**src/rtl/prm_cfg.svh**
```systemverilog
/*
 * offsets, reset values, field positions and lane indices of the remap block.
 * assumes APB byte addressing: byte address = 4 * register index.
 */
`ifndef PRM_CFG_SVH
`define PRM_CFG_SVH
`define PRM_IDX_RMP3      12'h000
`define PRM_IDX_RMP1      12'h001
`define PRM_IDX_RMP2      12'h002
`define PRM_ADDR_RMP3     (`PRM_IDX_RMP3 * 12'h004)
`define PRM_ADDR_RMP1     (`PRM_IDX_RMP1 * 12'h004)
`define PRM_ADDR_RMP2     (`PRM_IDX_RMP2 * 12'h004)
`define PRM_RST_RMP1      8'h0C
`define PRM_RST_RMP2      8'h00
`define PRM_RST_RMP3      8'h00
`define PRM_MASK_ALL      8'hFF
`define PRM_MASK_RMP2_LM  8'h1F
`define PRM_MASK_RMP3_HI  8'h3F
`define PRM_MASK_NONE     8'h00
`define PRM_LANES         19
`define PRM_POS           3
`define PRM_DMA_CH        4
`define PRM_L_SPI1        0
`define PRM_L_U1CK        4
`define PRM_L_U1TX        5
`define PRM_L_U1RX        6
`define PRM_L_SPI2        7
`define PRM_L_T2CH1       11
`define PRM_L_T2CH2       12
`define PRM_L_T3CH1       13
`define PRM_L_T3CH2       14
`define PRM_L_U3CK        15
`define PRM_L_U3TX        16
`define PRM_L_U3RX        17
`define PRM_L_CCO         18
`define PRM_TXRX_ALT_A    2'h1
`define PRM_TXRX_ALT_B    2'h2
`endif

```
**src/rtl/prm_pkg.sv**
```systemverilog
/*
 * types of the remap block: density variant, register layouts, trigger pins.
 * assumes prm_cfg.svh for the numeric constants.
 */
package prm_pkg;
    typedef enum {
        PRM_LOW, PRM_LOW20, PRM_MED, PRM_MEDPLUS, PRM_HIGH
    } prm_density_e;
    typedef logic [1:0] prm_pos_t;
    typedef struct packed {
        logic       serial1_pin_swap_a;
        logic       uart1_clock_pin_swap;
        logic [1:0] uart1_txrx_pin_select;
        logic [1:0] timer4_dma_channel_select;
        logic [1:0] adc_dma_channel_select;
    } prm_rmp1_s;
    typedef struct packed {
        logic timer_break_pin_swap;
        logic timer3_trigger_alt_pin;
        logic serial2_pin_swap;
        logic timer3_trigger_from_osc;
        logic timer2_trigger_from_osc;
        logic timer3_trigger_pin_swap;
        logic timer2_trigger_pin_swap;
        logic adc_trigger_pin_swap;
    } prm_rmp2_s;
    typedef struct packed {
        logic timer2_chan2_pin_swap;
        logic timer2_chan1_pin_swap;
        logic clock_out_pin_swap;
        logic timer3_chan2_pin_swap;
        logic timer3_chan1_pin_swap;
        logic uart3_clock_pin_swap;
        logic uart3_txrx_pin_swap;
        logic serial1_pin_swap_b;
    } prm_rmp3_s;
    typedef struct packed {
        logic slow_oscillator_input;
        logic pb3;
        logic pa4;
        logic pd1;
        logic pa5;
        logic pg3;
        logic pg0;
        logic pg1;
        logic pa6;
        logic pd0;
    } prm_trig_pins_s;
endpackage

```
**src/rtl/prm_remap.sv**
```systemverilog
/*
 * peripheral signal remap: three byte registers on APB steer peripheral
 * lanes, triggers, break inputs and DMA channels onto alternative pins.
 * assumes pad inputs and the slow oscillator are asynchronous, peripheral
 * and DMA signals run on pclk, and a port mux downstream merges pad requests.
 */
// Behaviour
// - serial1 swap a moves its four lines from PB7..PB4 to PA2, PA3, PC6, PC5
// - uart1 clock on PC4 when clear, PA0 when set
// - uart1 tx/rx on PC3/PC2, PA3.. per code 00/01/10; 11 reserved
// - timer4 DMA request/ack to channel given by bits 3:2
// - ADC DMA request/ack to channel given by bits 1:0
// - register 2 at byte address 0x08, register 3 at 0x00, both reset to zero
// - timer2/3 break on PA4/PA5, or PG0/PG1 when swapped
// - timer3 trigger from slow oscillator when its osc bit set
// - timer3 pin trigger: PG3 if alt bit, else PD1 or PA5
// - timer2 trigger: oscillator if osc bit, else PB3 or PA4
// - serial2 lines on PG7..PG4, or PI3..PI0 when swapped
// - ADC trigger from PA6, or PD0 when swapped
// - register 2 bits 7:5 inert on low and medium density
// - register 3 exists only on low20, medium+ and high density
// - low20 only: reg3 bits 7/6 move timer2 ch2/ch1 to PC6/PC5
// - clock output on PC4, or PE2 when reg3 bit 5 set
// - reg3 bits 4/3 move timer3 ch2/ch1 to PI3/PI0
// - uart3 clock PG2 or PF2; tx/rx PG1/PG0 or PF0/PF1
// - reg3 bit 0 moves serial1 lines to PF0..PF3
`timescale 1ns/1ns
`include "prm_cfg.svh"
module prm_remap #(
    parameter prm_pkg::prm_density_e DENSITY = prm_pkg::PRM_HIGH
) (
    input  wire logic                                  pclk,
    input  wire logic                                  presetn,
    input  wire logic                                  psel,
    input  wire logic                                  penable,
    input  wire logic                                  pwrite,
    input  wire logic [11:0]                           paddr,
    input  wire logic [31:0]                           pwdata,
    output logic      [31:0]                           prdata,
    output logic                                       pready,
    output logic                                       pslverr,
    input  wire logic [`PRM_LANES-1:0]                 lane_periph_o,
    input  wire logic [`PRM_LANES-1:0]                 lane_periph_oe,
    output logic      [`PRM_LANES-1:0]                 lane_periph_i,
    output logic      [`PRM_LANES-1:0][`PRM_POS-1:0]   lane_pad_o,
    output logic      [`PRM_LANES-1:0][`PRM_POS-1:0]   lane_pad_oe,
    input  wire logic [`PRM_LANES-1:0][`PRM_POS-1:0]   lane_pad_i,
    input  wire prm_pkg::prm_trig_pins_s               trig_pins,
    output logic                                       timer2_trigger,
    output logic                                       timer3_trigger,
    output logic                                       timer2_break,
    output logic                                       timer3_break,
    output logic                                       adc_trigger,
    input  wire logic                                  timer4_dma_req,
    output logic                                       timer4_dma_ack,
    input  wire logic                                  adc_dma_req,
    output logic                                       adc_dma_ack,
    output logic      [`PRM_DMA_CH-1:0]                dma_req,
    input  wire logic [`PRM_DMA_CH-1:0]                dma_ack
);
    // variant decode: absent bits are never stored, so they read zero
    localparam logic HAS_RMP3 = (DENSITY == prm_pkg::PRM_LOW20) ||
                                (DENSITY == prm_pkg::PRM_MEDPLUS) ||
                                (DENSITY == prm_pkg::PRM_HIGH);
    localparam logic LOW_MED  = (DENSITY == prm_pkg::PRM_LOW) ||
                                (DENSITY == prm_pkg::PRM_LOW20) ||
                                (DENSITY == prm_pkg::PRM_MED);
    localparam logic [7:0] MASK2 = LOW_MED ? `PRM_MASK_RMP2_LM : `PRM_MASK_ALL;
    localparam logic [7:0] MASK3 = !HAS_RMP3 ? `PRM_MASK_NONE :
                                   (DENSITY == prm_pkg::PRM_LOW20) ? `PRM_MASK_ALL :
                                   `PRM_MASK_RMP3_HI;

    function automatic prm_pkg::prm_pos_t pos2(input logic swap);
        pos2 = swap ? 2'h1 : 2'h0;
    endfunction

    prm_pkg::prm_rmp1_s rmp1_reg;
    prm_pkg::prm_rmp2_s rmp2_reg;
    prm_pkg::prm_rmp3_s rmp3_reg;
    logic [31:0]        prdata_reg;

    // APB decode; zero wait states, so pready is a constant high
    logic       acc_w;
    logic       wr_w;
    logic       hit1_w;
    logic       hit2_w;
    logic       hit3_w;
    logic       hit_w;
    logic [7:0] rd_byte_w;
    assign acc_w   = psel & penable;
    assign hit1_w  = (paddr == `PRM_ADDR_RMP1);
    assign hit2_w  = (paddr == `PRM_ADDR_RMP2);
    assign hit3_w  = (paddr == `PRM_ADDR_RMP3) & HAS_RMP3;
    assign hit_w   = hit1_w | hit2_w | hit3_w;
    assign wr_w    = acc_w & pwrite & hit_w;
    assign pready  = 1'b1;
    assign pslverr = acc_w & ~hit_w;
    assign prdata  = prdata_reg;
    assign rd_byte_w = hit1_w ? rmp1_reg :
                       hit2_w ? rmp2_reg :
                       hit3_w ? rmp3_reg : 8'h00;

    // writes land at the access edge and steer routing from the next cycle
    always_ff @(posedge pclk or negedge presetn) begin
        if (!presetn) begin
            rmp1_reg <= `PRM_RST_RMP1;
            rmp2_reg <= `PRM_RST_RMP2;
            rmp3_reg <= `PRM_RST_RMP3;
        end else if (wr_w) begin
            if (hit1_w) begin
                rmp1_reg <= pwdata[7:0];
            end
            if (hit2_w) begin
                rmp2_reg <= pwdata[7:0] & MASK2;
            end
            if (hit3_w) begin
                rmp3_reg <= pwdata[7:0] & MASK3;
            end
        end
    end

    // read data captured in the setup cycle, valid through the access phase
    always_ff @(posedge pclk or negedge presetn) begin
        if (!presetn) begin
            prdata_reg <= 32'h0000_0000;
        end else if (psel & ~penable) begin
            prdata_reg <= {24'h00_0000, rd_byte_w};
        end
    end

    // pad and oscillator inputs come from outside pclk: two flops first
    logic [`PRM_LANES-1:0][`PRM_POS-1:0] pad_meta_reg;
    logic [`PRM_LANES-1:0][`PRM_POS-1:0] pad_sync_reg;
    prm_pkg::prm_trig_pins_s             trig_meta_reg;
    prm_pkg::prm_trig_pins_s             trig_sync_reg;
    always_ff @(posedge pclk or negedge presetn) begin
        if (!presetn) begin
            pad_meta_reg  <= '0;
            pad_sync_reg  <= '0;
            trig_meta_reg <= '0;
            trig_sync_reg <= '0;
        end else begin
            pad_meta_reg  <= lane_pad_i;
            pad_sync_reg  <= pad_meta_reg;
            trig_meta_reg <= trig_pins;
            trig_sync_reg <= trig_meta_reg;
        end
    end

    // per-lane pin position: 0 default, 1 first alternative, 2 second
    prm_pkg::prm_pos_t sel_w [`PRM_LANES];
    prm_pkg::prm_pos_t spi1_pos_w;
    prm_pkg::prm_pos_t u1tr_pos_w;
    // swap a wins if software sets both serial1 swaps
    assign spi1_pos_w = rmp1_reg.serial1_pin_swap_a ? 2'h1 :
                        rmp3_reg.serial1_pin_swap_b ? 2'h2 : 2'h0;
    // reserved code 11 falls back to the default pins
    assign u1tr_pos_w =
        (rmp1_reg.uart1_txrx_pin_select == `PRM_TXRX_ALT_A) ? 2'h1 :
        (rmp1_reg.uart1_txrx_pin_select == `PRM_TXRX_ALT_B) ? 2'h2 : 2'h0;

    always_comb begin
        for (int l = 0; l < 4; l++) begin
            sel_w[`PRM_L_SPI1 + l] = spi1_pos_w;
            sel_w[`PRM_L_SPI2 + l] = pos2(rmp2_reg.serial2_pin_swap);
        end
        sel_w[`PRM_L_U1CK]  = pos2(rmp1_reg.uart1_clock_pin_swap);
        sel_w[`PRM_L_U1TX]  = u1tr_pos_w;
        sel_w[`PRM_L_U1RX]  = u1tr_pos_w;
        sel_w[`PRM_L_T2CH1] = pos2(rmp3_reg.timer2_chan1_pin_swap);
        sel_w[`PRM_L_T2CH2] = pos2(rmp3_reg.timer2_chan2_pin_swap);
        sel_w[`PRM_L_T3CH1] = pos2(rmp3_reg.timer3_chan1_pin_swap);
        sel_w[`PRM_L_T3CH2] = pos2(rmp3_reg.timer3_chan2_pin_swap);
        sel_w[`PRM_L_U3CK]  = pos2(rmp3_reg.uart3_clock_pin_swap);
        sel_w[`PRM_L_U3TX]  = pos2(rmp3_reg.uart3_txrx_pin_swap);
        sel_w[`PRM_L_U3RX]  = pos2(rmp3_reg.uart3_txrx_pin_swap);
        sel_w[`PRM_L_CCO]   = pos2(rmp3_reg.clock_out_pin_swap);
    end

    // lane steering is combinational so a write acts in the next cycle
    always_comb begin
        for (int l = 0; l < `PRM_LANES; l++) begin
            for (int p = 0; p < `PRM_POS; p++) begin
                lane_pad_o[l][p]  = (sel_w[l] == p[1:0]) & lane_periph_o[l];
                lane_pad_oe[l][p] = (sel_w[l] == p[1:0]) & lane_periph_oe[l];
            end
            lane_periph_i[l] = pad_sync_reg[l][sel_w[l]];
        end
    end

    // triggers and break inputs; software owns prescaler and oscillator setup
    prm_pkg::prm_trig_pins_s ts;
    logic                    t3_pin_w;
    assign ts = trig_sync_reg;
    assign t3_pin_w = rmp2_reg.timer3_trigger_alt_pin ? ts.pg3 :
                      rmp2_reg.timer3_trigger_pin_swap ? ts.pa5 : ts.pd1;
    assign timer3_trigger = rmp2_reg.timer3_trigger_from_osc ?
                            ts.slow_oscillator_input : t3_pin_w;
    assign timer2_trigger = rmp2_reg.timer2_trigger_from_osc ? ts.slow_oscillator_input :
                            rmp2_reg.timer2_trigger_pin_swap ? ts.pa4 : ts.pb3;
    assign timer2_break = rmp2_reg.timer_break_pin_swap ? ts.pg0 : ts.pa4;
    assign timer3_break = rmp2_reg.timer_break_pin_swap ? ts.pg1 : ts.pa5;
    assign adc_trigger  = rmp2_reg.adc_trigger_pin_swap ? ts.pd0 : ts.pa6;

    // DMA: both sources may share a channel; their requests then merge
    logic [1:0] t4ch_w;
    logic [1:0] adch_w;
    assign t4ch_w = rmp1_reg.timer4_dma_channel_select;
    assign adch_w = rmp1_reg.adc_dma_channel_select;
    always_comb begin
        for (int c = 0; c < `PRM_DMA_CH; c++) begin
            dma_req[c] = (timer4_dma_req & (t4ch_w == c[1:0])) |
                         (adc_dma_req & (adch_w == c[1:0]));
        end
    end
    assign timer4_dma_ack = dma_ack[t4ch_w];
    assign adc_dma_ack    = dma_ack[adch_w];
endmodule

```
**config.mk**
```make
export PLATFORM = sky130hd
export DESIGN_NAME = prm_remap
export DESIGN_NICKNAME = d
export VERILOG_FILES = /design/src/rtl/prm_pkg.sv /design/src/rtl/prm_remap.sv
export VERILOG_INCLUDE_DIRS = /design/src /design/src/rtl
export SDC_FILE = /design/constraint.sdc
export NUM_CORES = 1
export LEC_CHECK = 0
export BUFFER_PORTS_ARGS = -buffer_cell sky130_fd_sc_hd__buf_2
export CAP_MARGIN = 5
export CORE_AREA = 2 2 131 133
export CTS_CLUSTER_SIZE = 20
export DETAILED_ROUTE_END_ITERATION = 8
export DIE_AREA = 0 0 133 135
export PLACE_DENSITY = 0.69
export SLEW_MARGIN = 20
export SYNTH_ARGS = -nofsm -noshare
export SYNTH_HDL_FRONTEND = slang
export SYNTH_SLANG_ARGS = --single-unit
```
**constraint.sdc**
```tcl
create_clock -name pclk -period 1.3 [get_ports pclk]
set_input_delay 0.065 -clock pclk [delete_from_list [all_inputs] [get_ports pclk]]
set_output_delay 0.065 -clock pclk [all_outputs]
set_load 0.005 [all_outputs]
```
==> reports/qor.txt <==
Status: finished, violations left
Failing checks: setup timing
Crit share post-route: 130%
P_int: 0.00757 W
Clock Power Share: 45.8%
Synth Register Bits: 134
Overall routing resource usage: 16.5%
Initial Util: 33.6%
Part of the power in registers: 44.6%
Reg area: 0.00337 mm2
GP Congestion: 0.787
Core Box Area: 0.0164 mm2
Residual DRC: 0
WP data required: 1240 ps
EDFF count, synth: 0
Commonest cells post-synth: dfrtp_1 (132), buf_4 (61), and2_1 (58)
CP arrival: 1630 ps
Slowest stage delay, CP: 560 ps
Post-synth top flop: dfrtp_1
Die Area: 0.0180 mm2
P&R area growth vs syn: 68.4%
DP Area: 0.00696 mm2
Worst clock skew: 5.61 ps
Final setup vio count: 114
# nets final: 932
CTS tree: done
CTS max path bufs: 2
Antenna Nets Post-Route: 0
Worst Setup Start Kind: register
Via/cell ratio: 4.40
CTS sink cnt: 134
R2R Setup Slk: -70 ps
Largest cells by area after synthesis: dfrtp_1 (60%), buf_4 (8.3%), mux2_2 (7.1%)
Max FO, Critical Path: 2
Tot Pwr: 0.00983 W
Clock H-tree levels: 4
Multi-input logic area: 0.00229 mm2
Asr flop ratio synth: 100%
Max-slew violations: 0
Crit-path slowest cell: dfstp_2
Hpwl dp: 9800 um
Power Density: 1060 mW/mm2
Worst path cell trace: mux4_2 > buf_2
Top-count cell post-synth: dfrtp_1
Fmax: 0.591 GHz
Filler Cells Inserted: 1,272
Layout cells sized above 1: 58.6%
Ant. Diodes: 0
Crit Path Class: register to output port
Placement Setup Slack: -596 ps
Drt first-iter violations: 164
GRT overflow: 0
RR Endpoint: prdata[2]$_DFFE_PN0P_
Mapped cell area: 0.00552 mm2
DRT Pass-1 Iters: 4
Leak pwr: 4.55 nW
Number of port buffers: 235
Syn Inst Count: 420
Distinct cells, synth: 35
Switching pwr: 0.00226 W
Initial antenna violation count: 0
Total CTS buffers: 17
Area share of the largest cell type after synthesis: 59.9%
Net Sw Frac: 23.0%
Worst VDD drop: 0.00107 V
Clock Latency Late Sink: 410 ps
Clock slew at reported path FFs: 60 ps
Routed WL per cell: 15.8 um
RSZ-0062 raised after global routing: true
Root Driver: clkbuf_16
Final worst slack: -392 ps
Synth warn: 0
Vias in the first global route: 4,487
Ports: 338
Vias: 4,413
Hold Fails Final Rpt: 0
Yosys top cell by area: dfrtp_1
Hold crit path type: input port to async pin
Sequential-to-total area share from yosys stat: 60.8%
Max-cap violations: 0
Crit. End Element: output port
Post-Layout Inst Area: 0.00929 mm2
Largest net degree at the start of global routing: 45
Drt total wl: 15,900 um
Die Wd: 133 um
Row cnt: 47
R2R Path Start: t4ch_w[0]$_DFFE_PN1P_
Die height: 135 um
First-pass GRT wire length: 22,800 um
Worst-case reg-to-reg path depth: 6
Setup Total Neg Slack: -10,570 ps
Comb power frac: 9.6%
Mean post-synth cell area: 13.1 um2
Shortest period the worst path allows: 1690 ps
==> final cells by class <==
cell class | instances | share of cell area [%]
sequential | 134 | 36.3
clock inverter | 13 | 1.32
multi-input combinational | 259 | 24.7
inverter | 4 | 0.162
tap | 220 | 2.96
timing repair buffer | 353 | 29.8
clock buffer | 19 | 4.77
==> metrics by stage <==
step / cells / util [%] / hold slack (ps)
after floorplan: 473 / - / -231
after global placement: 885 / 42.4 / -22.0
after detailed placement: 885 / 42.4 / -19.3
after CTS: 998 / 53.3 / 116
after global routing: 1002 / 56.6 / 130
final: 1002 / 56.6 / 126
==> critical path, delay by kind of cell (launching register included) <==
kind / cells / cell delay (ps)
buf+inv: 1 / 160
flops: 1 / 560
mux: 1 / 500
==> how the worst max path moves through the flow <==
stage | startpoint | endpoint | slack (ps) | cells after the start
after detailed placement | paddr[11] | pslverr | -600 | 6
after global routing | t4ch_w[0]$_DFFE_PN1P_ | timer4_dma_ack | -430 | 2
after CTS | t4ch_w[0]$_DFFE_PN1P_ | timer4_dma_ack | -370 | 2
after global placement | paddr[11] | pslverr | -570 | 6
final | t4ch_w[0]$_DFFE_PN1P_ | timer4_dma_ack | -390 | 2
after floorplan | paddr[11] | adch_w[0]$_DFFE_PN0P_ | -420 | 4
==> power groups by stage <==
stage	clock network (W)	logic (W)	registers [W]
floorplan	0	0.000345	0.00444
global placement	0	0.000634	0.00445
detailed placement	0	0.000643	0.00445
CTS	0.00460	0.000859	0.00438
global route	0.00482	0.00104	0.00440
finish	0.00450	0.000947	0.00438
==> per-layer routing <==
| layer | vias up | part of all wire, % | global-route usage, % | wire length (um) |
|---|---|---|---|---|
| met5 | - | 0 | 0 | 0 |
| met1 | 2160 | 38 | 18.8 | 5990 |
| met3 | 35 | 7.1 | 4.92 | 1130 |
| met4 | 0 | 3.0 | 7.59 | 475 |
| met2 | 222 | 52 | 28.8 | 8250 |
| li1 | 1996 | - | - | - |
==> what timing repair did <==
| item | in CTS | in global routing |
|---|---|---|
| gates resized for setup | 117 | 113 |
| gates cloned | 2 | 0 |
| hold buffers | 61 | 0 |
| setup buffers | 19 | 6 |
| setup endpoints to repair | 107 | 124 |
| pin swaps | 25 | 16 |
| hold endpoints to repair | 208 | 0 |
==> layout by cell type (no fill, tap or decap), drive strengths merged, types with 3 or more instances in the layout <==
cell and count:
mux2i 8, ha 3, inv 8, buf 291
clkbuf 20, o22ai 5, conb 55, clkinvlp 4
or4 3, nand2b 3, dfrtp 132, clkinv 4
o2bb2ai 6, mux2 37, nor2b 25, nor4b 6
a22o 6, o21bai 6, nand2 12, dlygate4sd3 61
and2 58, o21ai 7, nor4 4
==> kinds of logic after synthesis <==
family	Yosys count	synth area share [%]
flip-flops	134	60.8
AND/OR/NAND/NOR	119	14.3
buffers and inverters	80	9.64
multiplexers	47	9.82
AO/OA/AOI/OAI	35	4.63
adder cells (fa/ha/maj)	3	0.680
other	2	0.136
(Power assumes the default switching activity.)
